File: src/rtl/mode_regs_pkg.sv
// Purpose: Shared constants and types for the mode-register group
// Assumes: 8-bit mode registers addressed by a 6-bit mode address
// Notes: One instance serves one channel
package mode_regs_pkg;

   // Mode addresses
   localparam logic [5:0] ADDR_CALIB_INV_LOWER = 6'h0F;
   localparam logic [5:0] ADDR_REFRESH_BANK = 6'h10;
   localparam logic [5:0] ADDR_REFRESH_SEGMENT = 6'h11;
   localparam logic [5:0] ADDR_OSC_COUNT_LOW = 6'h12;
   localparam logic [5:0] ADDR_OSC_COUNT_HIGH = 6'h13;
   localparam logic [5:0] ADDR_CALIB_INV_UPPER = 6'h14;
   localparam logic [5:0] ADDR_TERM_OVERRIDE = 6'h16;

   // Reset values
   localparam logic [7:0] RST_CALIB_INV = 8'h55;
   localparam logic [7:0] RST_ZERO = 8'h00;
   localparam logic [15:0] RST_COUNT = 16'h0000;
   localparam logic [15:0] COUNT_MAX = 16'hFFFF;

   // Termination override field positions
   localparam int TERM_CODE_LSB = 0;
   localparam int TERM_CODE_MSB = 2;
   localparam int TERM_CLOCK_BIT = 3;
   localparam int TERM_SELECT_BIT = 4;
   localparam int TERM_CMD_DIS_BIT = 5;
   localparam logic [2:0] TERM_CODE_OFF = 3'h0;
   localparam logic [2:0] TERM_CODE_RSVD = 3'h7;

   // Lane layout of one byte with its mask lane
   localparam int LANES_PER_BYTE = 8;
   localparam int BYTES = 2;

   // Segment row bits for the two supported densities
   localparam int SEG_LSB_2GB = 11;
   localparam int SEG_LSB_4GB = 12;

   // Mode-register command from the controller
   typedef struct packed {
      logic wr;
      logic rd;
      logic [5:0] addr;
      logic [7:0] data;
   } mr_cmd_t;

   // Command-bus termination result
   typedef struct packed {
      logic clock_term_en;
      logic [2:0] clock_term_value;
      logic select_term_en;
      logic [2:0] select_term_value;
      logic cmd_term_en;
      logic [2:0] cmd_term_value;
      logic [2:0] ctrl_term_code;
   } term_out_t;

   // Oscillator measurement states
   typedef enum logic [1:0] {
      OSC_IDLE,
      OSC_RUN,
      OSC_DONE
   } osc_state_t;

endpackage

File: src/rtl/mode_regs.sv
// Purpose: Mode-register group of one channel: calibration inversion,
//    partial-array refresh masks, strobe oscillator count, termination
// Assumes: Commands and pins synchronous to clk_sys; one channel per instance
// Notes: One instance serves one channel; all masks are local to it
`timescale 1ns/1ns
module mode_regs (
   input wire logic clk_sys,
   input wire logic reset_n,
   input wire logic clk_en,
   // Mode-register read/write command
   input wire mode_regs_pkg::mr_cmd_t mr_cmd,
   output logic [7:0] mode_reg_read_data,
   output logic mode_reg_read_valid,
   // Read calibration pattern path
   input wire logic calib_active,
   input wire logic [7:0] calib_pattern,
   output logic [15:0] calib_dq,
   output logic [1:0] calib_mask_lane,
   input wire logic bus_inversion_cfg,
   output logic bus_inversion_active,
   // Refresh gating
   input wire logic refresh_req,
   input wire logic [2:0] refresh_bank,
   input wire logic [14:0] refresh_row,
   input wire logic density_4gb,
   output logic refresh_go,
   output logic [7:0] refresh_bank_mask_out,
   output logic [7:0] refresh_segment_mask_out,
   // Strobe oscillator
   input wire logic osc_start,
   input wire logic osc_stop,
   input wire logic osc_tick,
   output logic osc_running,
   // Termination
   input wire logic cmd_term_strap,
   input wire logic [2:0] cmd_bus_term_value,
   input wire logic write_set_point_select,
   input wire logic op_set_point_select,
   output mode_regs_pkg::term_out_t term_out
);
   import mode_regs_pkg::*;

   ////////////////////////////////////////////////////////////////////////
   // Register state
   ////////////////////////////////////////////////////////////////////////

   logic [7:0] calib_invert_lower_q, calib_invert_lower_d; // Lower lanes
   logic [7:0] calib_invert_upper_q, calib_invert_upper_d; // Upper lanes
   logic [7:0] refresh_bank_mask_q, refresh_bank_mask_d; // Bank mask
   logic [7:0] refresh_segment_mask_q, refresh_segment_mask_d; // Segments
   logic [4:0] term_override_q, term_override_d; // Bits 5:3 and spare
   logic [2:0] ctrl_term_sp_q [2]; // Two set-point copies
   logic [2:0] ctrl_term_sp_d [2]; // Next copies
   logic wr_hit_term; // Write to termination register

   // Write decode
   assign wr_hit_term = mr_cmd.wr && (mr_cmd.addr == ADDR_TERM_OVERRIDE);

   // Next values of the writable registers
   always_comb begin
      calib_invert_lower_d = calib_invert_lower_q;
      calib_invert_upper_d = calib_invert_upper_q;
      refresh_bank_mask_d = refresh_bank_mask_q;
      refresh_segment_mask_d = refresh_segment_mask_q;
      term_override_d = term_override_q;
      ctrl_term_sp_d = ctrl_term_sp_q;
      if (mr_cmd.wr) begin
         unique case (mr_cmd.addr)
            ADDR_CALIB_INV_LOWER: begin
               calib_invert_lower_d = mr_cmd.data;
            end
            ADDR_CALIB_INV_UPPER: begin
               calib_invert_upper_d = mr_cmd.data;
            end
            ADDR_REFRESH_BANK: begin
               refresh_bank_mask_d = mr_cmd.data;
            end
            ADDR_REFRESH_SEGMENT: begin
               // Top bits kept as written; the controller zeros them for odd densities
               refresh_segment_mask_d = mr_cmd.data;
            end
            ADDR_TERM_OVERRIDE: begin
               // Override bits and the two byte-mode bits
               term_override_d = mr_cmd.data[7:TERM_CLOCK_BIT];
            end
            default: begin
               // Other addresses hold nothing here
            end
         endcase
      end
      // Only the copy picked by the write select takes the code
      if (wr_hit_term) begin
         ctrl_term_sp_d[write_set_point_select] =
            mr_cmd.data[TERM_CODE_MSB:TERM_CODE_LSB];
      end
   end

   // Register the configuration; this instance is one channel
   always_ff @(posedge clk_sys or negedge reset_n) begin
      if (!reset_n) begin
         calib_invert_lower_q <= RST_CALIB_INV;
         calib_invert_upper_q <= RST_CALIB_INV;
         refresh_bank_mask_q <= RST_ZERO;
         refresh_segment_mask_q <= RST_ZERO;
         term_override_q <= '0;
         ctrl_term_sp_q[0] <= TERM_CODE_OFF;
         ctrl_term_sp_q[1] <= TERM_CODE_OFF;
      end else if (clk_en) begin
         calib_invert_lower_q <= calib_invert_lower_d;
         calib_invert_upper_q <= calib_invert_upper_d;
         refresh_bank_mask_q <= refresh_bank_mask_d;
         refresh_segment_mask_q <= refresh_segment_mask_d;
         term_override_q <= term_override_d;
         ctrl_term_sp_q <= ctrl_term_sp_d;
      end
   end

   ////////////////////////////////////////////////////////////////////////
   // Strobe oscillator count
   ////////////////////////////////////////////////////////////////////////

   osc_state_t osc_state_q, osc_state_d; // Measurement state
   logic [15:0] osc_count_q, osc_count_d; // Stored count
   logic osc_running_d; // Next running flag

   // Start clears and runs, stop freezes, ticks count while running
   always_comb begin
      osc_state_d = osc_state_q;
      osc_count_d = osc_count_q;
      if (osc_start) begin
         osc_state_d = OSC_RUN;
         osc_count_d = RST_COUNT;
      end else begin
         unique case (osc_state_q)
            OSC_IDLE: begin
               osc_state_d = OSC_IDLE;
            end
            OSC_RUN: begin
               // Saturate rather than wrap
               if (osc_tick && (osc_count_q != COUNT_MAX)) begin
                  osc_count_d = osc_count_q + 16'h0001;
               end
               if (osc_stop) begin
                  osc_state_d = OSC_DONE;
               end
            end
            OSC_DONE: begin
               osc_state_d = OSC_DONE;
            end
         endcase
      end
      osc_running_d = (osc_state_d == OSC_RUN);
   end

   // Register the oscillator state
   always_ff @(posedge clk_sys or negedge reset_n) begin
      if (!reset_n) begin
         osc_state_q <= OSC_IDLE;
         osc_count_q <= RST_COUNT;
         osc_running <= 1'b0;
      end else if (clk_en) begin
         osc_state_q <= osc_state_d;
         osc_count_q <= osc_count_d;
         osc_running <= osc_running_d;
      end
   end

   ////////////////////////////////////////////////////////////////////////
   // Mode-register read
   ////////////////////////////////////////////////////////////////////////

   logic [7:0] rd_data_d; // Read mux
   logic rd_valid_d; // Read answer strobe

   // Only the count bytes read back; write-only and unmapped read zero
   always_comb begin
      rd_valid_d = mr_cmd.rd;
      rd_data_d = RST_ZERO;
      if (mr_cmd.rd) begin
         unique case (mr_cmd.addr)
            ADDR_OSC_COUNT_LOW: begin
               rd_data_d = osc_count_q[7:0];
            end
            ADDR_OSC_COUNT_HIGH: begin
               rd_data_d = osc_count_q[15:8];
            end
            default: begin
               rd_data_d = RST_ZERO;
            end
         endcase
      end
   end

   // Register the read answer
   always_ff @(posedge clk_sys or negedge reset_n) begin
      if (!reset_n) begin
         mode_reg_read_data <= RST_ZERO;
         mode_reg_read_valid <= 1'b0;
      end else if (clk_en) begin
         mode_reg_read_data <= rd_data_d;
         mode_reg_read_valid <= rd_valid_d;
      end
   end

   ////////////////////////////////////////////////////////////////////////
   // Read calibration pattern
   ////////////////////////////////////////////////////////////////////////

   localparam int MASK_LANE_SRC = 0; // Pattern bit the mask lanes repeat
   logic [15:0] lane_flip; // Pattern bit of each lane after inversion
   logic [15:0] calib_dq_d; // Next lane data
   logic [1:0] mask_lane_d; // Next mask lanes
   logic bus_inversion_d; // Next bus inversion state
   logic [15:0] invert_all; // Both invert registers side by side

   assign invert_all = {calib_invert_upper_q, calib_invert_lower_q};

   // Each lane carries the pattern bit, flipped by its invert bit
   for (genvar g = 0; g < BYTES * LANES_PER_BYTE; g++) begin : g_lane
      assign lane_flip[g] = calib_pattern[g % LANES_PER_BYTE] ^ invert_all[g];
   end

   // Idle lanes show zero; mask lanes bypass the invert registers
   always_comb begin
      calib_dq_d = calib_active ? lane_flip : '0;
      // Mask lanes carry the true pattern bit, never inverted
      mask_lane_d = calib_active ? {BYTES{calib_pattern[MASK_LANE_SRC]}} : '0;
      // Bus inversion suppressed while calibrating
      bus_inversion_d = bus_inversion_cfg && !calib_active;
   end

   // Register the lanes
   always_ff @(posedge clk_sys or negedge reset_n) begin
      if (!reset_n) begin
         calib_dq <= '0;
         calib_mask_lane <= '0;
         bus_inversion_active <= 1'b0;
      end else if (clk_en) begin
         calib_dq <= calib_dq_d;
         calib_mask_lane <= mask_lane_d;
         bus_inversion_active <= bus_inversion_d;
      end
   end

   ////////////////////////////////////////////////////////////////////////
   // Partial-array refresh gating
   ////////////////////////////////////////////////////////////////////////

   logic [2:0] segment_sel; // Three row bits from bit 12 (4Gb) or bit 11 (2Gb) up
   logic refresh_go_d; // Refresh allowed

   // Segment field moves up one bit for the larger density
   always_comb begin
      if (density_4gb) begin
         segment_sel = refresh_row[SEG_LSB_4GB +: 3];
      end else begin
         segment_sel = refresh_row[SEG_LSB_2GB +: 3];
      end
      refresh_go_d = refresh_req &&
         !refresh_bank_mask_q[refresh_bank] &&
         !refresh_segment_mask_q[segment_sel];
   end

   // Register refresh outputs
   always_ff @(posedge clk_sys or negedge reset_n) begin
      if (!reset_n) begin
         refresh_go <= 1'b0;
         refresh_bank_mask_out <= RST_ZERO;
         refresh_segment_mask_out <= RST_ZERO;
      end else if (clk_en) begin
         refresh_go <= refresh_go_d;
         refresh_bank_mask_out <= refresh_bank_mask_q;
         refresh_segment_mask_out <= refresh_segment_mask_q;
      end
   end

   ////////////////////////////////////////////////////////////////////////
   // Command-bus termination
   ////////////////////////////////////////////////////////////////////////

   term_out_t term_d; // Next termination outputs
   logic [2:0] ctrl_code_op; // Code of the operating set point
   logic bus_value_ok; // Bus value not disabled

   // Resolve overrides against the strap
   always_comb begin
      ctrl_code_op = ctrl_term_sp_q[op_set_point_select];
      bus_value_ok = (cmd_bus_term_value != TERM_CODE_OFF);
      // Reserved code treated as disabled
      term_d.ctrl_term_code = (ctrl_code_op == TERM_CODE_RSVD) ?
         TERM_CODE_OFF : ctrl_code_op;
      // Clock: override enables termination whatever the strap says, unless the bus value is off
      if (term_override_q[TERM_CLOCK_BIT - TERM_CLOCK_BIT]) begin
         term_d.clock_term_en = bus_value_ok;
      end else begin
         term_d.clock_term_en = cmd_term_strap && bus_value_ok;
      end
      // Chip select: same override scheme
      if (term_override_q[TERM_SELECT_BIT - TERM_CLOCK_BIT]) begin
         term_d.select_term_en = bus_value_ok;
      end else begin
         term_d.select_term_en = cmd_term_strap && bus_value_ok;
      end
      // Command/address: disable bit wins over strap
      if (term_override_q[TERM_CMD_DIS_BIT - TERM_CLOCK_BIT]) begin
         term_d.cmd_term_en = 1'b0;
      end else begin
         term_d.cmd_term_en = cmd_term_strap && bus_value_ok;
      end
      term_d.clock_term_value = term_d.clock_term_en ?
         cmd_bus_term_value : TERM_CODE_OFF;
      term_d.select_term_value = term_d.select_term_en ?
         cmd_bus_term_value : TERM_CODE_OFF;
      term_d.cmd_term_value = term_d.cmd_term_en ?
         cmd_bus_term_value : TERM_CODE_OFF;
   end

   // Register termination outputs
   always_ff @(posedge clk_sys or negedge reset_n) begin
      if (!reset_n) begin
         term_out <= '0;
      end else if (clk_en) begin
         term_out <= term_d;
      end
   end

endmodule

File: config.mk
export PLATFORM = sky130hd
export DESIGN_NAME = mode_regs
export DESIGN_NICKNAME = d
export VERILOG_FILES = /design/src/rtl/mode_regs_pkg.sv /design/src/rtl/mode_regs.sv
export SDC_FILE = /design/constraint.sdc
export NUM_CORES = 1
export LEC_CHECK = 0
export ABC_AREA = 1
export BUFFER_PORTS_ARGS = -buffer_cell sky130_fd_sc_hd__buf_4
export CAP_MARGIN = 20
export CORE_MARGIN = 4
export CORE_UTILIZATION = 43
export DETAILED_ROUTE_END_ITERATION = 10
export GPL_ROUTABILITY_DRIVEN = 0
export PLACE_DENSITY_LB_ADDON = 0.2
export SLEW_MARGIN = 20
export SYNTH_ARGS = -nofsm -noshare
export SYNTH_HDL_FRONTEND = slang
export SYNTH_SLANG_ARGS = --single-unit
File: constraint.sdc
create_clock -name clk_sys -period 1.75 [get_ports clk_sys]
set_input_delay 0.0875 -clock clk_sys [delete_from_list [all_inputs] [get_ports clk_sys]]
set_output_delay 0.0875 -clock clk_sys [all_outputs]
set_load 0.05 [all_outputs]
* Yosys cells after proc, flatten, opt, wreduce, memory -nomap -nowiden
Cells that the tools add are included.
** Word-level totals
- Register bits :: 120
- Input port bits :: 58
- Output and inout port bits :: 61
** Operators by class
- $add $sub $neg :: 1
- Magnitude comparators :: 5
- Equality and inequality tests :: 12
- Mux-type cells :: 28
- Bitwise gates (word level) :: 18
- Reduce and logical (&&, ||, !) cells :: 21
** Operators by type and width (count)
- $mux W16 :: 4
- $eq A6 B5 Y1 const B :: 6
- $mux W3 :: 9
- $reduce_and A3 Y1 :: 6
- $add A16 B1 Y16 const B :: 1
- $ne A16 B16 Y1 const B :: 1
- $pmux W8 S2 :: 1
- $xor A1 B1 Y1 :: 16
- $lt A3 B4 Y1 const B :: 2
- $mux W8 :: 1
- $logic_and A1 B1 Y1 :: 7
- $bmux W1 S3 :: 2
- $bwmux W6 :: 1
- $eq A6 B4 Y1 const B :: 1
- $mux W2 :: 3
- $pmux W2 S3 :: 1
- $mux W1 :: 5
- $eq A2 B1 Y1 const B :: 2
- $ge A2 B2 Y1 const B :: 2
- $not A1 Y2 :: 2
- $reduce_bool A2 Y1 :: 2
- $demux W3 S1 :: 1
- $eq A3 B3 Y1 const B :: 1
- $logic_not A1 Y1 :: 3
- other kinds (5) :: 5

* Longest topological paths before layout
Gate-level depths: netlist of run 1.
- Word-level depth :: 6
- Gate-level depth with buffers :: 10

* Worst setup path after synthesis of run 1
Ideal clock, no wire load.
- Kind :: register -> register
- From :: reg osc_count_q[0]
- To :: reg osc_count_q[1]
- Library setup time :: 117 ps
- Arrival :: 1377 ps
- Required time :: 1633 ps
- Slack :: 256 ps
- Stages on the path, launching flop included :: 10
- Path buffers :: 1
- Clock period less this slack :: 1494 ps
- Cells stage by stage :: dfrtp_1 ha_1 nand2_2 nor2_4 nand4_2 nand2_2 nand2_4 buf_6 nand3b_1 nand2_1
** On the way
- Cells in the longest elaborated chain, start to end :: 4
- Elaborated cells between the ends (all ways) :: 8
- Those cells by class :: 1 x add/sub; 1 x eq/ne; 3 x mux; 3 x reduce/logical
** Ends and longest elaborated chain
- start: declaration :: line mode_regs.sv:123 : logic [15:0] osc_count_q, osc_count_d;
- start signal: assignment :: line mode_regs.sv:163 : osc_count_q <= osc_count_d;
- $add A16 B1 Y16 / $ne A16 B16 Y1 (equally long branches) :: line mode_regs.sv:141, mode_regs.sv:140
- $mux W16 / $logic_and A1 B1 Y1 (equally long branches) :: line mode_regs.sv:140 : if (osc_tick && (osc_count_q != COUNT_MAX)) begin
- $mux W16 / $reduce_bool A2 Y1 (equally long branches)
- $mux W16 / $reduce_and A3 Y1 (equally long branches)
Several ways; a longest one is shown, not always the timed one. The select of a mux whose other input is x is not followed.
A chain may end at the register's enable or synchronous reset.

* Worst setup path after layout of run 1
- From :: reg osc_count_q[1]
- To :: reg osc_count_q[12]
The elaborated chain is that of the path after synthesis.

==> impl_metrics.env, run 1 <==
export IMPL_status="completed"
export IMPL_grt_pass1_wl_mm=23.54
export IMPL_cts_resized=0
export IMPL_groute_usage_overall_pct=19.94
export IMPL_grt_antenna_before_repair=0
export IMPL_seq_area_sq_um=2988
export IMPL_stdcell_area_sq_um=7557
export IMPL_clock_latency_ns=0.41
export IMPL_path_clk_slew_ns=0.05
export IMPL_setup_worst_path_end="osc_count_q[12]"
export IMPL_hp_start="calib_pattern[0]"
export IMPL_yosys_area_top_type_share_pct=49.21
export IMPL_numCtsBuffers=17
export IMPL_setup_viol=0
export IMPL_hold_viol_final=0
export IMPL_numClockSinks=119
export IMPL_numPortBuffers=107
export IMPL_initial_utilization_pct=44.36
export IMPL_ys_warn_count=0
export IMPL_wl_met3_um=924
export IMPL_slew_viol_final=0
export IMPL_synth_seq_area_share_pct=52.94
export IMPL_ir_drop_uv=585.1
export IMPL_worst_hold_slack_ns=0.01995
export IMPL_cts_max_level=4
export IMPL_final_core_util_pct=59.40
export IMPL_n_fill_cell=1150
export IMPL_reg2reg_from="osc_count_q[1]"
export IMPL_layout_drive_gt1_share_pct=20.45
export IMPL_via_per_inst=4.982
export IMPL_cts_tree="built"
export IMPL_syn_cell_area_sq_um=5644
export IMPL_grt_max_degree=54
export IMPL_area_growth_pct=33.89
export IMPL_vias=5072
export IMPL_fmax_mhz=634.5
export IMPL_worst_setup_path_type="reg2reg"
export IMPL_multiInputGateArea_sq_um=2257
export IMPL_synthArstFlopShare_pct=100.0
export IMPL_wire_per_inst_um=14.21
export IMPL_cpMaxStageDelayCell="dfrtp_1"
export IMPL_placed_area_sq_um=6661
export IMPL_die_h_um=122.6
export IMPL_grt_overflow=0
export IMPL_fin_skew_ns=0.006720
export IMPL_crit_start="osc_count_q[1]"
export IMPL_drt_pass1_iterations=5
export IMPL_fin_crit_sh_pct=90.06
export IMPL_synth_edff_count=0
export IMPL_yosysMostFrequentCell="nand2_1"
export IMPL_rsz0062_at_grt="no"
export IMPL_core_sq_um=12720
export IMPL_synthesis_nets=750
export IMPL_critPathCaptureType="register"
export IMPL_ys_ff_latch=119
export IMPL_netlist_top_cells_count="211 x nand2_1, 111 x dfrtp_1, 73 x inv_1"
export IMPL_io_pins=119
export IMPL_route_detailed_drc=0
export IMPL_ff2ff_path_depth=9
export IMPL_nets=894
export IMPL_grt_pass1_vias=4807
export IMPL_cts_root_buffer="clkbuf_16"
export IMPL_maxUsedRoutingLayer="met4"
export IMPL_yosys_cell_types_count=37
export IMPL_tightest_slew_ns=0.5816
export IMPL_r2r_end="osc_count_q[12]"
export IMPL_max_slew_margin_pct=61.13
export IMPL_dp_hpwl_mm=10.46
export IMPL_std_cell_rows=41
export IMPL_cellLeakagePower_nw=3.815
export IMPL_wl_mm=14.46
export IMPL_maxCapViolations=0
export IMPL_synth_largest_area_cell="dfrtp_1"
export IMPL_drtAntennaViolNets=0
export IMPL_path_cells="ha_1, nand2_2, nor2_4, nand4_2, nand2_2, nand2_4, nand2_8, nand2_1, nand2_1"
export IMPL_drt_iter0_markers=382
export IMPL_tns_ns=0
export IMPL_cp_max_fo=16
export IMPL_ff2ff_setup_slack_ns=0.17
export IMPL_diodes=0
export IMPL_worst_hold_path_type="in2reg"
export IMPL_min_period_ns=1.576
export IMPL_cp_slowest_stage_delay_ns=0.42
export IMPL_die_area_sq_um=15020
export IMPL_synth_flop_cell="dfrtp_1"
export IMPL_syn_avg_cell_area_sq_um=8.192
export IMPL_dr_wl_met2_mm=7.096
export IMPL_dieWidth_um=122.6
export IMPL_power_density_nw_per_um2=1069
export IMPL_synthTopCellsByArea="dfrtp_1 49%, nand2_1 14%, o21ai_0 6.3%, inv_1 4.9%, nor2_1 4.7%"
export IMPL_clock_path_buffers=2
export IMPL_syn_inst=689
export IMPL_crit_arrival_ns=1.93
export IMPL_crit_path_start_kind="register"
export IMPL_wl_met1_mm=6.260
export IMPL_critPathRequiredTime_ns=2.10
-- cell type report --
class,instances,area share [%]
clock buffer,24,6.242
clock inverter,8,1.937
inverter,76,3.775
multi-input combinational,474,29.87
sequential,119,39.54
tap,172,2.848
timing repair buffer,145,15.79
-- worst min path at each step --
stage                                 endpoint  slack (ns)  cells past startpoint
after floorplan           bus_inversion_active       -0.21                      0
after global placement         osc_count_q[12]        0.03                      1
after detailed placement       osc_count_q[12]        0.03                      1
after CTS                          calib_dq[8]       0.006                      3
after global routing                refresh_go        0.05                      5
final                              calib_dq[8]        0.02                      3
-- through the flow --
| stage | setup WS [ns] | total power [mW] | std cells |
|---|---|---|---|
| 2_1_floorplan | 0.2559 | 3.935 | 689 |
| 3_3_place_gp | 0.1997 | 4.393 | 958 |
| 3_5_place_dp | 0.1481 | 4.432 | 958 |
| 4_1_cts | 0.1382 | 8.150 | 1017 |
| 5_1_grt | 0.01845 | 8.415 | 1018 |
| 6_report | 0.1739 | 8.082 | 1018 |
-- power breakdown --
part	internal, mW	total [mW]	switching [mW]
Sequential	2.98	3.14	0.160
Clock	2.45	3.66	1.20
Combinational	0.447	1.29	0.839
-- per-layer routing --
layer	up-vias	global-route usage, %
li1	2501	-
met1	2395	26.03
met2	160	32.50
met3	16	5.576
met4	0	6.018
met5	-	0
-- cell families (layout without fill, tap and decap cells) --
logic type | Yosys count | in the layout | share of synthesized area, %
flops | 119 | 119 | 52.94
xor+xnor | 5 | 5 | 0.7760
compound gates | 109 | 109 | 11.22
buf+inv | 96 | 253 | 7.071
simple gates | 355 | 355 | 26.96
fa+ha+maj | 3 | 3 | 0.6651
mux | 2 | 2 | 0.3768
-- critical path: cells and delay by family, from the launching register on --
| kind | cells | cell delay [ns] |
|---|---|---|
| fa+ha+maj | 1 | 0.20 |
| flops | 1 | 0.42 |
| simple gates | 8 | 0.88 |
-- registers in the layout (all words and copies together) (netlist names), 2 cells and up --
| signal | cells |
|---|---|
| refresh_bank_mask_q | 8 |
| calib_invert_upper_q | 8 |
| refresh_segment_mask_q | 8 |
| osc_state_q | 2 |
| refresh_segment_mask_out | 8 |
| ctrl_term_sp_q | 6 |
| term_out | 15 |
| osc_count_q | 16 |
| term_override_q | 3 |
| calib_invert_lower_q | 8 |
| mode_reg_read_data | 8 |
| refresh_bank_mask_out | 8 |
| calib_dq | 16 |
-- cells in the final DEF (no fill, tap or decap), types with 8 or more instances in the layout --
cell type	instances
nand2_1	211
buf_4	115
dfrtp_1	111
inv_1	73
o21ai_0	71
nor2_1	70
nand3_1	40
dlygate4sd3_1	27
a22o_1	19
clkbuf_16	17
nand4_1	9
a21oi_1	8
dfstp_2	8
-- timing repair --
item / 4_1_cts / 5_1_grt
buffers inserted: 0 / 1
hold buffers: 27 / 0
endpoints found under the hold margin: 148 / 0
endpoints found under the setup margin: 0 / 10
(Power assumes the default switching activity.)
==> inputs of run 2 (changes only) <==
--- a/config.mk
+++ b/config.mk
@@ -12,6 +12,7 @@
 export CORE_UTILIZATION = 43
 export DETAILED_ROUTE_END_ITERATION = 10
 export GPL_ROUTABILITY_DRIVEN = 0
+export MAX_ROUTING_LAYER = met4
 export PLACE_DENSITY_LB_ADDON = 0.2
 export SLEW_MARGIN = 20
 export SYNTH_ARGS = -nofsm -noshare
==> run 2 against run 1 <==
  * Global-route usage up 0.56 points
  * Critical path depth unchanged
  * Sequential power about the same
  * Sequential cell count did not move
  * Clock power about the same
  * Largest cell class unchanged
==> impl_metrics.env, run 2 (synthesized netlist as in run 1, its figures left out) <==
export IMPL_status="completed"
export IMPL_vias=5078
export IMPL_hold_viol_final=0
export IMPL_path_clk_slew_ns=0.05
export IMPL_numClockSinks=119
export IMPL_p_sw_share_pct=27.17
export IMPL_maxCapViolations=0
export IMPL_cp_max_fo=16
export IMPL_worst_hold_path_type="in2reg"
export IMPL_drtAntennaViolNets=0
export IMPL_worst_setup_path_type="reg2reg"
export IMPL_io_pins=119
export IMPL_grt_max_degree=54
export IMPL_crit_arrival_ns=1.93
export IMPL_route_detailed_drc=0
export IMPL_drt_pass1_iterations=5
export IMPL_numPortBuffers=107
export IMPL_fmax_mhz=631.3
export IMPL_drt_iter0_markers=460
export IMPL_numCtsBuffers=17
export IMPL_cts_max_level=4
export IMPL_grt_pass1_vias=4811
export IMPL_most_common_layout_cells="211 x nand2_1, 115 x buf_4, 111 x dfrtp_1, 73 x inv_1, 71 x o21ai_0"
export IMPL_rsz0062_at_grt="no"
export IMPL_crit_path_start_kind="register"
export IMPL_max_slew_margin_pct=61.77
export IMPL_pwr_share_clk_pct=45.2
export IMPL_groute_usage_overall_pct=20.51
export IMPL_critPathCaptureType="register"
export IMPL_cts_tree="built"
export IMPL_maxUsedRoutingLayer="met4"
export IMPL_p_switching_mw=2.195
export IMPL_dp_hpwl_mm=10.46
export IMPL_layout_drive_gt1_share_pct=20.45
export IMPL_ir_drop_uv=583.5
export IMPL_critPathRequiredTime_ns=2.10
export IMPL_setup_viol=0
export IMPL_die_h_um=122.6
export IMPL_fin_cells=1018
export IMPL_diodes=0
export IMPL_seq_area_sq_um=2988
export IMPL_clock_latency_ns=0.41
export IMPL_cellLeakagePower_nw=3.815
export IMPL_final_common_cell="nand2_1"
export IMPL_clock_path_buffers=2
export IMPL_n_fill_cell=1150
export IMPL_wire_per_inst_um=14.15
export IMPL_power_density_nw_per_um2=1069
export IMPL_initial_utilization_pct=44.36
export IMPL_combPwrFrac_pct=15.9
export IMPL_p_int_mw=5.882
export IMPL_dieWidth_um=122.6
export IMPL_core_sq_um=12720
export IMPL_slew_viol_final=0
export IMPL_power_frac_seq_pct=38.9
export IMPL_area_growth_pct=33.89
export IMPL_via_per_inst=4.988
export IMPL_dr_wl_met2_mm=7.059
export IMPL_wl_met1_mm=6.257
export IMPL_wl_met3_um=884
export IMPL_die_area_sq_um=15020
export IMPL_grt_overflow=0
export IMPL_cts_resized=0
export IMPL_placed_cells_incl_taps=958
export IMPL_tns_ns=0
export IMPL_top_regs="calib_dq (16), osc_count_q (16), term_out (15)"
export IMPL_wl_mm=14.40
export IMPL_fin_skew_ns=0.006654
export IMPL_grt_pass1_wl_mm=23.53
export IMPL_cts_root_buffer="clkbuf_16"
export IMPL_std_cell_rows=41
export IMPL_multiInputGateArea_sq_um=2257
export IMPL_fin_crit_sh_pct=90.51
export IMPL_nets=894
export IMPL_grt_antenna_before_repair=0
export IMPL_tightest_slew_ns=0.5720
export IMPL_min_period_ns=1.584
run 2: cell counts in the layout (fill, tap and decap cells not counted):
No cell type changed its count.
run 2: per-stage QoR:
step / power [mW] / util (%) / instance area, sq um / setup WS, ns / hold WS (ns)
2_1_floorplan: 3.935 / - / 5644 / 0.2559 / -0.2081
3_3_place_gp: 4.393 / 52.36 / 6661 / 0.1997 / 0.02652
3_5_place_dp: 4.432 / 52.36 / 6661 / 0.1481 / 0.03467
4_1_cts: 8.150 / 59.34 / 7550 / 0.1382 / 0.005564
5_1_grt: 8.411 / 59.40 / 7557 / 0.01846 / 0.04915
6_report: 8.077 / 59.40 / 7557 / 0.1661 / 0.01913
run 2: final timing paths:
path / endpoint / from / slack (ns) / depth (start not counted)
max in group asynchronous: calib_invert_lower_q[4] / reset_n / 0.95 / 3
max: osc_count_q[12] / osc_count_q[1] / 0.17 / 9
min: calib_dq[8] / calib_pattern[0] / 0.02 / 3
min reg2reg: mode_reg_read_data[5] / mode_reg_read_data[5] / 0.48 / 2
max reg2reg: osc_count_q[12] / osc_count_q[1] / 0.17 / 9
min in group asynchronous: osc_count_q[12] / reset_n / 0.14 / 2
run 2: layout make-up:
cell class	instances	share of cell area [%]
sequential	119	39.54
multi-input combinational	474	29.87
timing repair buffer	145	15.79
clock buffer	24	6.242
inverter	76	3.775
tap	172	2.848
clock inverter	8	1.937
run 2: critical path: stages, from the launching register on:
cell and delay, ns:
dfrtp_1 0.42, ha_1 0.20, nand2_2 0.09, nor2_4 0.16, nand4_2 0.13, nand2_2 0.10, nand2_4 0.13, nand2_8 0.15
nand2_1 0.07, nand2_1 0.06
run 2: power by group through the flow:
stage                     combinational [mW]  sequential, mW  clock [mW]
final                                   1.29            3.14        3.65
after floorplan                        0.430            3.50           0
after CTS                               1.30            3.14        3.71
after global placement                  1.22            3.17           0
after detailed placement                1.25            3.18           0
after global routing                    1.41            3.17        3.83
run 2: metal layers:
metal  GRT usage (%)  up-vias
met5               -        -
met1           26.15     2405
met3           4.977       19
met4           6.438        0
met2           32.53      152
li1                -     2502
run 2: timing repair:
action	4_1_cts	5_1_grt
setup buffers	0	1
endpoints found under the setup margin	0	10
hold buffers	27	0
endpoints found under the hold margin	148	0
==> inputs of run 3 (changes only) <==
--- a/config.mk
+++ b/config.mk
@@ -13,7 +13,8 @@
 export DETAILED_ROUTE_END_ITERATION = 10
 export GPL_ROUTABILITY_DRIVEN = 0
 export MAX_ROUTING_LAYER = met4
-export PLACE_DENSITY_LB_ADDON = 0.2
+export PLACE_DENSITY = 0.62
+export RECOVER_POWER = 100
 export SLEW_MARGIN = 20
 export SYNTH_ARGS = -nofsm -noshare
 export SYNTH_HDL_FRONTEND = slang
==> run 3 against run 2 <==
  * Sequential power about the same
  * Power fell by 4.7%
  * Clock-buffer cell count shrank 1
  * Maximum frequency down 3.6%
  * Largest cell class unchanged
  * Largest power group unchanged
  * Highest routed layer unchanged
==> impl_metrics.env, run 3 (synthesized netlist as in run 1, its figures left out) <==
export IMPL_status="completed"
export IMPL_power_frac_seq_pct=40.7
export IMPL_setup_viol=0
export IMPL_grt_overflow=0
export IMPL_max_slew_margin_pct=37.80
export IMPL_fin_cells=1021
export IMPL_area_growth_pct=28.20
export IMPL_crit_path_start_kind="primary input"
export IMPL_fmax_mhz=608.8
export IMPL_critPathCaptureType="register"
export IMPL_groute_usage_overall_pct=21.03
export IMPL_hold_depth=3
export IMPL_placed_area_sq_um=6669
export IMPL_grt_max_degree=44
export IMPL_cellLeakagePower_nw=3.526
export IMPL_n_fill_cell=1273
export IMPL_ff2ff_setup_slack_ns=0.15
export IMPL_fin_crit_sh_pct=93.87
export IMPL_io_pins=119
export IMPL_hold_viol_final=0
export IMPL_critPathRequiredTime_ns=2.04
export IMPL_dieWidth_um=122.6
export IMPL_drt_iter0_markers=291
export IMPL_worst_setup_path_type="in2reg"
export IMPL_crit_arrival_ns=1.93
export IMPL_slew_viol_final=0
export IMPL_clock_path_buffers=2
export IMPL_clock_latency_ns=0.42
export IMPL_maxCapViolations=0
export IMPL_layout_drive_gt1_share_pct=12.72
export IMPL_ff2ff_path_depth=9
export IMPL_vias=5006
export IMPL_grt_antenna_before_repair=0
export IMPL_grt_pass1_vias=4831
export IMPL_cts_root_buffer="clkbuf_16"
export IMPL_placed_cells_incl_taps=959
export IMPL_route_detailed_drc=0
export IMPL_stdcell_area_sq_um=7236
export IMPL_numPortBuffers=107
export IMPL_std_cell_rows=41
export IMPL_p_sw_share_pct=28.78
export IMPL_grt_pass1_wl_mm=23.67
export IMPL_dp_hpwl_mm=10.26
export IMPL_die_area_sq_um=15020
export IMPL_top_regs="calib_dq (16), osc_count_q (16), term_out (15)"
export IMPL_power_density_nw_per_um2=1064
export IMPL_pwr_share_clk_pct=43.9
export IMPL_most_common_layout_cells="212 x nand2_1, 111 x dfrtp_1, 74 x inv_1, 71 x o21ai_0, 71 x nor2_1"
export IMPL_core_sq_um=12720
export IMPL_p_int_mw=5.481
export IMPL_numClockSinks=119
export IMPL_drt_pass1_iterations=5
export IMPL_wl_mm=14.56
export IMPL_cts_max_level=4
export IMPL_wire_per_inst_um=14.26
export IMPL_final_core_util_pct=56.87
export IMPL_numCtsBuffers=17
export IMPL_final_common_cell="nand2_1"
export IMPL_drtAntennaViolNets=0
export IMPL_die_h_um=122.6
export IMPL_worst_hold_path_type="in2reg"
export IMPL_fin_skew_ns=0.009683
export IMPL_ir_drop_uv=639.3
export IMPL_diodes=0
export IMPL_min_period_ns=1.643
export IMPL_via_per_inst=4.903
export IMPL_tightest_slew_ns=0.9330
export IMPL_worst_hold_slack_ns=0.01992
export IMPL_nets=897
export IMPL_cp_max_fo=14
export IMPL_path_clk_slew_ns=0.06
export IMPL_tns_ns=0
export IMPL_initial_utilization_pct=44.36
export IMPL_combPwrFrac_pct=15.4
export IMPL_p_switching_mw=2.215
export IMPL_cts_tree="built"
run 3: cell types whose count changed in the layout (fill, tap and decap cells not counted), sizes merged:
cell,before,now
buf,118,47
bufinv,4,2
clkbuf,24,96
clkinv,3,4
clkinvlp,1,3
dlygate4sd3,27,28
run 3: metrics by stage:
| stage | setup slack (ns) | power, mW |
|---|---|---|
| after floorplan | 0.2559 | 3.935 |
| after global placement | 0.1973 | 4.402 |
| after detailed placement | 0.1382 | 4.429 |
| after CTS | 0.1254 | 7.879 |
| after global routing | -0.004920 | 8.040 |
| final | 0.1073 | 7.696 |
run 3: final timing paths:
| kind | to | start |
|---|---|---|
| max | ctrl_term_sp_q[4] | clk_en |
| min | calib_dq[8] | calib_pattern[0] |
| max reg2reg | osc_count_q[14] | osc_count_q[1] |
| min reg2reg | mode_reg_read_valid | mode_reg_read_valid |
| max in group asynchronous | calib_dq[10] | reset_n |
| min in group asynchronous | osc_count_q[12] | reset_n |
run 3: cell type report:
cell class	count	area, sq um	share of cell area [%]
flip-flops and latches	119	2988	41.29
inverters	76	285.3	3.943
well taps	172	215.2	2.974
multi-input cells	474	2252	31.13
repair buffers	148	924.6	12.78
clock inverters	9	102.6	1.418
clock buffers	23	467.9	6.467
run 3: routing by layer:
| layer | track usage (%) | wire length [um] |
|---|---|---|
| met3 | 5.991 | 743 |
| met4 | 6.998 | 216 |
| met1 | 26.58 | 6568 |
| met5 | - | 0 |
| met2 | 32.74 | 7031 |
run 3: what timing repair did:
action	4_1_cts	5_1_grt
buffers inserted	0	2
setup endpoints to repair	0	16
hold buffers	28	0
gates resized for setup	0	0
hold endpoints to repair	129	0
run 3: critical path: stages:
cell and delay, ns:
dlygate4sd3_1 0.52, buf_4 0.20, nand2_1 0.09, inv_1 0.14, nand2_2 0.10, nor2_1 0.28
inv_2 0.12, or2_4 0.27, nand2_1 0.06, o21ai_1 0.06
run 3: power groups by stage:
stage	combinational [mW]	clock (mW)	sequential (mW)
CTS	1.31	3.44	3.13
detailed placement	1.25	0	3.18
global placement	1.23	0	3.17
finish	1.18	3.38	3.13
floorplan	0.430	0	3.50
global route	1.31	3.57	3.16
